--- src/core/wiper_host_consts.vh ---
`ifndef WIPER_HOST_CONSTS_VH
`define WIPER_HOST_CONSTS_VH
// =====================================================
// timing in nanoseconds, store hold in milliseconds, and cycle counts at 10 MHz
`define CLK_PERIOD_NS        100
`define CS_SETUP_NS          100
`define DIR_SETUP_NS         100
`define STEP_LOW_NS          1000
`define STEP_HIGH_NS         1000
`define STEP_TO_DESEL_NS     1000
`define DESEL_NOSTORE_NS     250
`define DESEL_STORE_MS       10
`define CEIL_CYC(ns)         (((ns) + `CLK_PERIOD_NS - 1) / `CLK_PERIOD_NS)
`define CS_SETUP_CYC         `CEIL_CYC(`CS_SETUP_NS)
`define DIR_SETUP_CYC        `CEIL_CYC(`DIR_SETUP_NS)
`define STEP_LOW_CYC         `CEIL_CYC(`STEP_LOW_NS)
`define STEP_HIGH_CYC        `CEIL_CYC(`STEP_HIGH_NS)
`define STEP_TO_DESEL_CYC    `CEIL_CYC(`STEP_TO_DESEL_NS)
`define DESEL_NOSTORE_CYC    `CEIL_CYC(`DESEL_NOSTORE_NS)
`define DESEL_STORE_CYC      `CEIL_CYC(`DESEL_STORE_MS * 1000000)
// =====================================================
// position range
`define POS_MAX              5'h1F
`define POS_RESET            5'h00
`endif

--- src/core/wiper_host.v ---
`timescale 1ns/100ps
`include "wiper_host_consts.vh"

// How it works
// - select rise with step low skips store
// - selects held high from reset
// - direction changes only with step high
// - select falls only while step high
// - select held high deselect time after store
module wiper_host #(
   parameter DESEL_STORE_CYC = `DESEL_STORE_CYC
) (
   // clock and reset
   input  wire        mclk,
   input  wire        rst,
   // command port, one per channel
   input  wire [1:0]  cmd_valid,
   output wire [1:0]  cmd_ready,
   input  wire [1:0]  cmd_dir,
   input  wire [9:0]  cmd_steps,
   input  wire [1:0]  cmd_store,
   // host's tracked position per channel
   output wire [9:0]  pos,
   // device pins
   output wire [1:0]  sel_n,
   output wire [1:0]  step_n,
   output wire [1:0]  dir
);

   // =====================================================
   // states
   localparam [6:0] S_IDLE  = 7'h01;
   localparam [6:0] S_SETUP = 7'h02;
   localparam [6:0] S_LOW   = 7'h04;
   localparam [6:0] S_HIGH  = 7'h08;
   localparam [6:0] S_PRE   = 7'h10;
   localparam [6:0] S_EXIT  = 7'h20;
   localparam [6:0] S_WAIT  = 7'h40;

   // longest wait, the store hold, still fits 24 bits
   function [23:0] cyc;
      input integer n;
      begin
         cyc = n[23:0];
      end
   endfunction

   // saturating step, mirrors the device counter
   function [4:0] step_pos;
      input [4:0] p;
      input       up;
      begin
         if (up)
            step_pos = (p == `POS_MAX) ? p : p + 5'h01;
         else
            step_pos = (p == 5'h00) ? p : p - 5'h01;
      end
   endfunction

   // a countdown ends on the cycle its timer reads one or less
   function expired;
      input [23:0] t;
      begin
         expired = (t <= 24'h000001);
      end
   endfunction

   // =====================================================
   // one engine per channel, no shared state
   genvar c;
   generate
      for (c = 0; c < 2; c = c + 1) begin : ch
         // pin drivers, countdown and tracked place
         reg [6:0]  state;
         reg [23:0] timer;
         reg [4:0]  left;
         reg        store;
         reg        sel_pin;
         reg        step_pin;
         reg        dir_pin;
         reg [4:0]  place;
         // next values, settled by the sequencing block below
         reg [6:0]  next_state;
         reg [23:0] next_timer;
         reg [4:0]  next_left;
         reg        next_store;
         reg        next_sel_pin;
         reg        next_step_pin;
         reg        next_dir_pin;
         reg [4:0]  next_place;

         // ready only between whole sequences, one command per channel
         assign cmd_ready[c] = (state == S_IDLE);
         assign sel_n[c]     = sel_pin;
         assign step_n[c]    = step_pin;
         assign dir[c]       = dir_pin;
         assign pos[c*5+:5]  = place;

         // =====================================================
         // sequencing
         always @* begin
            next_state    = state;
            next_timer    = timer;
            next_left     = left;
            next_store    = store;
            next_sel_pin  = sel_pin;
            next_step_pin = step_pin;
            next_dir_pin  = dir_pin;
            next_place    = place;
            case (state)
               S_IDLE: begin
                  if (cmd_valid[c]) begin
                     if (cmd_steps[c*5+:5] == 5'h00 && !cmd_store[c]) begin
                        // nothing to move or keep: selecting would only risk a stray step
                        next_timer = cyc(`DESEL_NOSTORE_CYC);
                        next_state = S_WAIT;
                     end else begin
                        next_dir_pin = cmd_dir[c];  // step high here
                        next_left    = cmd_steps[c*5+:5];
                        next_store   = cmd_store[c];
                        next_sel_pin = 1'b0;
                        next_timer   = cyc(`CS_SETUP_CYC > `DIR_SETUP_CYC ? `CS_SETUP_CYC : `DIR_SETUP_CYC);
                        next_state   = S_SETUP;
                     end
                  end
               end
               S_SETUP, S_HIGH: begin
                  if (!expired(timer)) begin
                     next_timer = timer - 24'h000001;
                  end else if (left != 5'h00) begin
                     next_step_pin = 1'b0;
                     next_place    = step_pos(place, dir_pin);
                     next_left     = left - 5'h01;
                     next_timer    = cyc(`STEP_LOW_CYC);
                     next_state    = S_LOW;
                  end else begin
                     next_timer = cyc(`STEP_TO_DESEL_CYC);
                     next_state = S_PRE;
                  end
               end
               S_LOW: begin
                  if (!expired(timer)) begin
                     next_timer = timer - 24'h000001;
                  end else if (left == 5'h00 && !store) begin
                     // last step of a move not kept: strobe stays low, no extra falling edge
                     next_timer = cyc(`STEP_TO_DESEL_CYC);
                     next_state = S_PRE;
                  end else begin
                     next_step_pin = 1'b1;
                     next_timer    = cyc(`STEP_HIGH_CYC);
                     next_state    = S_HIGH;
                  end
               end
               S_PRE: begin
                  // strobe is frozen here so the select rise sees one clean level
                  if (!expired(timer)) begin
                     next_timer = timer - 24'h000001;
                  end else begin
                     next_sel_pin = 1'b1;
                     next_state   = S_EXIT;
                  end
               end
               S_EXIT: begin
                  next_step_pin = 1'b1;             // strobe returns high only after select
                  if (store)
                     next_timer = cyc(DESEL_STORE_CYC);
                  else
                     next_timer = cyc(`DESEL_NOSTORE_CYC);
                  next_state = S_WAIT;
               end
               S_WAIT: begin
                  if (!expired(timer))
                     next_timer = timer - 24'h000001;
                  else
                     next_state = S_IDLE;
               end
               default: begin
                  next_sel_pin  = 1'b1;
                  next_step_pin = 1'b1;
                  next_state    = S_WAIT;
               end
            endcase
         end

         // =====================================================
         // registers
         always @(posedge mclk or posedge rst) begin
            // selects high and strobe idle through reset, so nothing is stored by accident
            if (rst) begin
               state    <= S_WAIT;
               timer    <= 24'h000000;
               left     <= 5'h00;
               store    <= 1'b0;
               sel_pin  <= 1'b1;
               step_pin <= 1'b1;
               dir_pin  <= 1'b0;
               place    <= `POS_RESET;  // host cannot know the recalled value
            end else begin
               state    <= next_state;
               timer    <= next_timer;
               left     <= next_left;
               store    <= next_store;
               sel_pin  <= next_sel_pin;
               step_pin <= next_step_pin;
               dir_pin  <= next_dir_pin;
               place    <= next_place;
            end
         end
      end
   endgenerate

endmodule // wiper_host

--- config.mk ---
export PLATFORM = sky130hd
export DESIGN_NAME = wiper_host
export DESIGN_NICKNAME = d
export VERILOG_FILES = /design/src/core/wiper_host.v
export VERILOG_INCLUDE_DIRS = /design/src /design/src/core
export SDC_FILE = /design/constraint.sdc
export NUM_CORES = 1
export LEC_CHECK = 0
export BUFFER_PORTS_ARGS = -buffer_cell sky130_fd_sc_hd__buf_2
export CORE_ASPECT_RATIO = 0.7
export CORE_MARGIN = 1
export CORE_UTILIZATION = 30
export CTS_CLUSTER_SIZE = 30
export DETAILED_ROUTE_END_ITERATION = 7
export PLACE_DENSITY = 0.53
export SLEW_MARGIN = 20
export SYNTH_ARGS = -nofsm -noshare
export SYNTH_HDL_FRONTEND = slang
export SYNTH_SLANG_ARGS = --single-unit
--- constraint.sdc ---
create_clock -name mclk -period 2.8 [get_ports mclk]
set_input_delay 0.14 -clock mclk [delete_from_list [all_inputs] [get_ports mclk]]
set_output_delay 0.14 -clock mclk [all_outputs]
set_load 0.1 [all_outputs]
; Word-level counts from Yosys, hierarchy flattened
; Cells that the tools add are included.
[word_totals]
in_bits = 18
out_inout_bits = 18
wordCells = 178
register_bits = 90
[op_classes]
add_sub_neg = 8
reduce_logical = 44
bitwise = 6
n_eq_ne = 38
n_lt_le_gt_ge = 2
n_mux = 64
[op_table]
columns = op, n
row1 = 24-bit case mux with 4 select lines, 2
row2 = 24-bit two-way mux, 6
row3 = 5-bit two-way mux, 18
row4 = 7-bit two-way mux, 12
row5 = 7-bit case mux with 5 select lines, 2
row6 = 24-bit by 1-bit less-or-equal comparator with 1-bit output (second input constant), 2
row7 = 24-bit by 1-bit subtractor with 24-bit output (second input constant), 2
row8 = 2-bit != test (second input constant), 22
row9 = 5-bit AND reduction, 8
row10 = 17-bit two-way mux, 2
row11 = 5-bit logical NOT, 6
row12 = 5-bit case mux with 2 select lines, 2
row13 = 5-bit by 1-bit subtractor with 5-bit output (second input constant), 4
row14 = 7-bit by 1-bit equality test with 1-bit output (second input constant), 2
row15 = 7-bit by 2-bit equality test with 1-bit output (second input constant), 2
row16 = 7-bit by 3-bit equality test with 1-bit output (second input constant), 2
row17 = 7-bit by 4-bit equality test with 1-bit output (second input constant), 2
row18 = 7-bit by 5-bit equality test with 1-bit output (second input constant), 2
row19 = 7-bit by 6-bit equality test with 1-bit output (second input constant), 2
row20 = 7-bit equality test (second input constant), 2
row21 = 1-bit two-way mux, 14
row22 = 1-bit case mux with 3 select lines, 4
row23 = 3-bit AND reduction, 4
row24 = 3-bit OR reduction, 4
row25 = other kinds (12), 34

; Depth between registers and ports, before layout
; Gate-level depths: netlist (run 1).
[logic_depth]
depth_word = 5
depth_mapped = 10
depth_no_buf = 7

; Worst setup path after synthesis (run 1)
; OpenSTA, ideal clock, no wires.
[synth_timing]
path_type = register to register
from = reg ch[0].state[6]
to = reg ch[0].timer[9]
setup_ps = 124
t_required_ps = 2676
arrival_ps = 2753
path_stages_with_launch = 9
path_slack_ps = -77
path_cell_list = dfstp_2 clkbuf_1 nor4_1 nand3_1 inv_1 and2_1 a211o_1 o21ai_0 a211o_1
[synth_between]
word_cells_on_any_way = 14
[synth_lines]
columns = element, line
row1 = "start, declared", wiper_host.v:74  ; reg [6:0] state;
row2 = "start signal, assigned", wiper_host.v:199  ; state <= next_state;
row3 = 7-bit by 1-bit equality test with 1-bit output *, n/a
row4 = net cmd_ready[0], wiper_host.v:18  ; output wire [1:0] cmd_ready,
row5 = 4-bit nonzero test (no source line) or 2-bit != test (tied branches), n/a
row6 = 3-bit AND reduction (no source line), n/a
row7 = "end signal, assigned", wiper_host.v:200  ; timer <= next_timer;
row8 = "end, declared", wiper_host.v:75  ; reg [23:0] timer;
; Mark *: on every way through the listed nets, which the timed path passes. The rest lies on a longest branch.
; A chain may end at the register's enable or synchronous reset.

; Worst setup path in the final report (run 1)
[layout_timing]
from = reg ch[0].timer[8]
to = reg ch[0].timer[9]
[layout_between]
elab_chain_len = 3
word_cells_on_any_way = 7
[layout_rtl]
columns = element, line
row1 = 24-bit by 1-bit subtractor with 24-bit output or 24-bit by 1-bit less-or-equal comparator with 1-bit output (tied branches), n/a
row2 = "24-bit two-way mux, or another cell as far along", "wiper_host.v:156, wiper_host.v:172"
row3 = 24-bit case mux with 4 select lines or 3-bit AND reduction (tied branches), n/a
; Several ways; a longest one is shown, not always the timed one. The select of a mux whose other input is x is not followed.

==> results of run 1 <==
kinds of logic after synthesis:
kind of cell / synth area share [%]
simple gates: 23.4
compound gates: 22.9
flops: 40.3
buf+inv: 4.64
xor+xnor: 3.44
fa+ha+maj: 3.39
mux: 1.94
power by group:
| part | internal [mW] | switching (mW) | total, mW |
|---|---|---|---|
| sequential | 1.30 | 0 | 1.30 |
| clock | 0.814 | 0.538 | 1.35 |
| combinational | 0.0166 | 0.0390 | 0.0556 |
critical path, stage by stage (launching register included):
cell,delay [ns]
dfrtp_1,0.40
or3_1,0.39
or3_4,0.36
or4_4,0.53
a21oi_2,0.15
buf_4,0.22
o21ai_0,0.11
a211o_1,0.31
layer usage:
metal  global-route usage (%)  up-vias
li1                         -     2490
met1                     24.0     2400
met2                     23.6      103
met3                     3.16       13
met4                     4.55        0
met5                        0        -
sequential cells by signal, indices dropped and copies added (netlist names):
name and cells:
ch.dir_pin 2, ch.left 10, ch.step_pin 2, ch.timer 48
ch.place 10, ch.state 14, ch.sel_pin 2, ch.store 2
stage by stage:
stage / hold WS [ns] / power (mW) / cell area [um^2] / setup slack [ns] / util (%)
final: 0.0288 / 2.71 / 6490 / 0.207 / 35.7
after global routing: 0.0257 / 2.80 / 6490 / 0.0730 / 35.7
after CTS: 0.0200 / 2.75 / 6480 / 0.0959 / 35.7
after detailed placement: 0.304 / 1.38 / 6130 / 0.112 / 33.8
after global placement: 0.301 / 1.38 / 6130 / 0.154 / 33.8
after floorplan: 0.245 / 1.35 / 5620 / 0.124 / -
worst min-delay path by stage:
| stage | from | end |
|---|---|---|
| floorplan | cmd_store[0] | ch[0].store |
| global placement | rst | ch[0].timer[16] |
| detailed placement | rst | ch[0].timer[15] |
| CTS | cmd_dir[1] | ch[1].dir_pin |
| global route | cmd_dir[1] | ch[1].dir_pin |
| finish | cmd_dir[0] | ch[0].dir_pin |
area by class of cell:
cell class,count,area share [%]
multi-input combinational,502,47.7
sequential,90,34.8
clock buffer,11,3.74
tap,236,4.55
inverter,24,1.52
timing repair buffer,66,6.36
clock inverter,5,1.31
repair_timing:
item                                    in CTS  in global routing
gates resized for setup                      0                  2
endpoints found under the hold margin       35                  0
hold buffers                                 2                  0
endpoints found under the setup margin       0                  8
cells in the final DEF (no fill, tap or decap), types with 14 or more instances in the layout:
cell type	netlist	layout
a21o_1	14	14
a21oi_1	29	29
buf_2	7	35
buf_4	7	29
dfrtp_1	84	84
inv_1	24	21
nand2_1	64	64
nand3_1	28	28
nor2_1	57	57
nor3_1	39	39
nor4_1	18	18
o21ai_0	59	59
==> metrics.md, run 1 <==
| Metric | Value |
|---|---|
| Max_slew headroom | `51.6%` |
| Grt ovf | `0` |
| Final setup TNS | `0 ns` |
| Setup violators final | `0` |
| Max Cap Violations | `0` |
| FF-to-FF Start | `ch[0].timer[8]` |
| Ys Warns | `0` |
| Area Growth Syn to Fin | `15.7%` |
| CTS sink cnt | `90` |
| Syn Area/Cell | `8.63 um^2` |
| Routed wire length per instance | `15.3 um` |
| Reg2reg path depth | `7` |
| RSZ-0062 raised after global routing | `false` |
| Via Count | `5006` |
| Clk_lat worst skew | `0.35 ns` |
| WL met1 | `7.59 mm` |
| Hold Path Class | `in2reg` |
| Standby leakage power | `2.91 nW` |
| Dpl cells | `916` |
| Commonest cells post-synth | `84 x dfrtp_1, 64 x nand2_1, 59 x o21ai_0, 57 x nor2_1, 39 x nor3_1` |
| Fin crit share | `92.6%` |
| Worst hold stages | `2` |
| DRC | `4` |
| Nets | `725` |
| Post-CTS Setup Bufs | `0` |
| Site Rows | `41` |
| WL met2 | `5.97 mm` |
| R2R Setup Slk | `0.21 ns` |
| Cell Pwr Density | `417 mW/mm^2` |
| Initial antenna violation count | `0` |
| Global-route wire length before repair | `24.6 mm` |
| Die width | `165 um` |
| Clk_skew | `0.00946 ns` |
| Worst setup SP type | `flop` |
| Seq cells post-synth | `90` |
| Max FO, Critical Path | `17` |
| Failing checks | `DRC` |
| CTS buffer count | `9` |
| Die span in y | `116 um` |
| Post-synth top area share | `37.5%` |
| Worst Setup Path Type | `reg2reg` |
| Share of cells above drive strength 1 | `15.6%` |
| Synth area leader | `dfrtp_1` |
| TritonCTS clock tree | `built` |
| Core Box Area | `0.0182 mm^2` |
| Post-Synthesis Cells | `650` |
| Worst Setup SP | `ch[0].timer[8]` |
| Post-route ant nets | `0` |
| Number of library cell types mapped by synthesis | `68` |
| Status | `finished, violations left` |
| Largest net degree at the start of global routing | `39` |
| Synthesized net count | `682` |
| Fraction of registers with async set/reset | `100%` |
| Worst EP required | `3.03 ns` |
| Critical Path Sink Type | `flop` |
| Sequential Area | `0.00226 mm^2` |
| DR vias/cell | `5.36` |
| IO buf count | `35` |
| EDFF count, synth | `0` |
| Vias in the first global route | `4862` |
| Fmax | `0.386 GHz` |
| Die area | `0.0193 mm^2` |
| CTS H-Tree Depth | `3` |
| Minimum clock period | `2.59 ns` |
| Final number of max-transition violations | `0` |
| Initial DRC count | `311` |
| Sequential area share after synthesis | `40.3%` |
| Arrival time of the worst setup path | `2.82 ns` |
| Detailed Route WL | `14.3 mm` |
| Worst setup endpoint | `ch[0].timer[9]` |
| Peak VDD IR | `0.252 mV` |
| Mapped Area | `0.00561 mm^2` |
| Synth top area cells | `dfrtp_1 37%, o21ai_0 5.3%, nand2_1 4.3%` |
| Slew @ Worst Pin | `0.725 ns` |
| Fillcell total | `1903` |
| Most frequent cell after synthesis | `dfrtp_1` |
| Routability Congestion | `0.859` |
| Clock Path Buffers | `2` |
| DR top layer | `met4` |
| Pre-Repair DR Iteration Count | `7` |
| Root Buffer | `clkbuf_16` |
| Fin cells | `934` |
| Starting Density | `30.9%` |
| Final hold violation count | `0` |
| Met3 routed WL | `608 um` |
| Dpl hpwl | `10.5 mm` |
| Antenna diode count | `0` |
| Area occupied by multi-input gates | `0.00309 mm^2` |
| Total track usage | `16.2%` |
| Worst flop-to-flop path endpoint | `ch[0].timer[9]` |
| Main flop type after synthesis | `dfrtp_1` |
| Worst-path clk slew | `0.07 ns` |
| # IOs | `36` |
Note: power is estimated with default switching activity, not from simulation.
==> run 2: changes to the inputs <==
- CORE_MARGIN: 1 -> 3
- PLACE_DENSITY: 0.53 -> 0.51
- clock period: 2.8 -> 3.2 ns (I/O delays scaled with it)
==> run 2 against run 1 <==
  * Critical endpoint is now ch[0].timer[17]
  * Non-clock buffer count is 14 lower
  * Cell count fell by 1.5%
  * Clock power shrank 8%
  * Flip-flop and latch count unchanged
  * Maximum frequency is 8.0% lower
  * Core utilization is 0.50 points lower
  * The run now ends clean
  * Power shrank 10%
  * Routed wire length is 0.47% higher
  * Register-to-register slack improved by 0.17 ns
==> metrics.md, run 2 (synthesized netlist as in run 1, its figures left out) <==
| Metric | Value |
|---|---|
| Die width | `169 um (was 165 um)` |
| Biggest register | `ch.timer (unchanged)` |
| Arrival time of the worst setup path | `3.06 ns (was 2.82 ns)` |
| Met1 usage | `22.8% (was 24.0%)` |
| Antenna diode count | `0 (unchanged)` |
| Max FFs per register | `48 (unchanged)` |
| Area occupied by multi-input gates | `0.00309 mm^2 (about the same)` |
| Starting Density | `30.9% (unchanged)` |
| Worst setup SP type | `flop (unchanged)` |
| Root Buffer | `clkbuf_16 (unchanged)` |
| Slowest cell on the critical path | `or4_4 (unchanged)` |
| RSZ-0062 raised after global routing | `false (unchanged)` |
| Nets | `711 (was 725)` |
| TritonCTS clock tree | `built (unchanged)` |
| Slew @ Worst Pin | `0.864 ns (was 0.725 ns)` |
| Core Box Area | `0.0182 mm^2 (unchanged)` |
| Post-cts gate resize count | `0 (unchanged)` |
| DRC | `0 (was 4)` |
| Max FO, Critical Path | `10 (was 17)` |
| Largest net degree at the start of global routing | `48 (was 39)` |
| Hold Path Class | `in2reg (unchanged)` |
| Worst Setup Path Type | `reg2reg (unchanged)` |
| Clk_lat worst skew | `0.35 ns (about the same)` |
| Fmax | `0.355 GHz (was 0.386 GHz)` |
| DR vias/cell | `5.43 (was 5.36)` |
| Fillcell total | `1899 (was 1903)` |
| Status | `finished clean (was finished, violations left)` |
| Die span in y | `120 um (was 116 um)` |
| Minimum clock period | `2.82 ns (was 2.59 ns)` |
| CP max stage delay | `0.53 ns (about the same)` |
| Leading cell type in the layout, fill and taps excluded | `dfrtp_1 (unchanged)` |
| Design Area, Final | `0.00640 mm^2 (was 0.00649 mm^2)` |
| Biggest regs | `ch.timer (48), ch.state (14) (unchanged)` |
| Routed wire length per instance | `15.7 um (was 15.3 um)` |
| DP Area | `0.00604 mm^2 (was 0.00613 mm^2)` |
| CTS buffer count | `9 (unchanged)` |
| Standby leakage power | `2.87 nW (was 2.91 nW)` |
| Max_slew headroom | `42.3% (was 51.6%)` |
| Post-route ant nets | `0 (unchanged)` |
| Worst-path cell chain | `or3_1 > or3_4 > or4_4 > a21oi_2 > buf_4 > o21ai_0 > a22o_1 (was or3_1 > or3_4 > or4_4 > a21oi_2 > buf_4 > o21ai_0 > a211o_1)` |
| Die area | `0.0204 mm^2 (was 0.0193 mm^2)` |
| Worst-path clk slew | `0.07 ns (about the same)` |
| Setup violators final | `0 (unchanged)` |
| Detailed Route WL | `14.4 mm (was 14.3 mm)` |
| Final setup TNS | `0 ns (unchanged)` |
| IO buf count | `35 (unchanged)` |
| Grt ovf | `0 (unchanged)` |
| Worst EP required | `3.44 ns (was 3.03 ns)` |
| Area Growth Syn to Fin | `14.1% (was 15.7%)` |
| Clk_skew | `0.0144 ns (was 0.00946 ns)` |
| Vias in the first global route | `4755 (was 4862)` |
| Post-CTS Setup Bufs | `0 (unchanged)` |
| Peak VDD IR | `0.205 mV (was 0.252 mV)` |
| Final number of max-transition violations | `0 (unchanged)` |
| Most frequent cells in the layout | `84 x dfrtp_1, 64 x nand2_1, 59 x o21ai_0, 57 x nor2_1, 39 x nor3_1 (unchanged)` |
| Dpl hpwl | `10.3 mm (was 10.5 mm)` |
| Final hold violation count | `0 (unchanged)` |
| CTS H-Tree Depth | `3 (unchanged)` |
| Routability Congestion | `0.861 (was 0.859)` |
| Met3 GRT Util | `3.10% (was 3.16%)` |
| GR Layer Usage met2 | `20.5% (was 23.6%)` |
| Via Count | `5000 (was 5006)` |
| Sequential Area | `0.00226 mm^2 (unchanged)` |
| Global-route wire length before repair | `24.6 mm (about the same)` |
| Initial DRC count | `455 (was 311)` |
| Initial antenna violation count | `0 (unchanged)` |
| Critical Path Sink Type | `flop (unchanged)` |
| CTS sink cnt | `90 (unchanged)` |
| Cell Pwr Density | `379 mW/mm^2 (was 417 mW/mm^2)` |
| Busiest grt layer | `met1 (unchanged)` |
| Fin crit share | `88.1% (was 92.6%)` |
| # IOs | `36 (unchanged)` |
| Max Cap Violations | `0 (unchanged)` |
| Share of cells above drive strength 1 | `13.5% (was 15.6%)` |
| Site Rows | `41 (unchanged)` |
| Tot Pwr | `2.43 mW (was 2.71 mW)` |
| Pre-Repair DR Iteration Count | `5 (was 7)` |
| Total track usage | `14.6% (was 16.2%)` |
| Clock Path Buffers | `2 (unchanged)` |
| CTS Hold Buffers Added | `1 (was 2)` |
[run 2: cell count changes in the layout (fill, tap and decap cells not counted), moves of 2 or more]
cell / before / now
buf_4: 29 / 15
clkinvlp_4: 3 / 1
inv_1: 21 / 23
inv_6: 2 / 0
[run 2: final cells by class]
type                            instances  share of cell area [%]
Clock buffer                           11                    3.79
Multi-Input combinational cell        502                    48.3
Tap cell                              236                    4.62
Clock inverter                          5                    1.60
Timing Repair Buffer                   52                    4.97
Sequential cell                        90                    35.3
Inverter                               24                    1.43
[run 2: layer usage]
metal / vias to the layer above / wire [um]
met5: - / 0
met4: 0 / 135
met3: 15 / 701
met2: 119 / 5810
met1: 2410 / 7760
li1: 2456 / -
[run 2: stage by stage]
stage | util, % | hold WS (ns) | std cells | worst slack, ns
final | 35.2 | 0.0199 | 920 | 0.380
after detailed placement | 33.3 | 0.368 | 903 | 0.400
after global routing | 35.2 | 0.0332 | 920 | 0.0922
after floorplan | - | 0.265 | 650 | 0.323
after global placement | 33.3 | 0.353 | 903 | 0.458
after CTS | 35.2 | 0.0116 | 920 | 0.377
[run 2: critical path, delay by kind of cell, from the launching register on]
kind / cells / cell delay, ns
compound gates: 3 / 0.70
buf+inv: 1 / 0.23
flops: 1 / 0.40
simple gates: 3 / 1.38
[run 2: where the power goes]
part	switching, mW	internal, mW	total [mW]	leakage (nW)
logic	0.0324	0.0139	0.0463	1.62
registers	0	1.14	1.14	1.09
clock network	0.458	0.784	1.24	0.166
[run 2: worst paths after layout]
check	start	endpoint	slack, ns	cells after the start
setup / recovery	ch[0].timer[8]	ch[0].timer[17]	0.38	7
hold / removal	cmd_store[0]	ch[0].store	0.02	3
setup reg to reg	ch[0].timer[8]	ch[0].timer[17]	0.38	7
hold reg to reg	ch[0].timer[14]	ch[0].timer[14]	0.49	1
max in group asynchronous	rst	ch[1].state[6]	1.91	4
min in group asynchronous	rst	ch[0].timer[0]	0.50	3
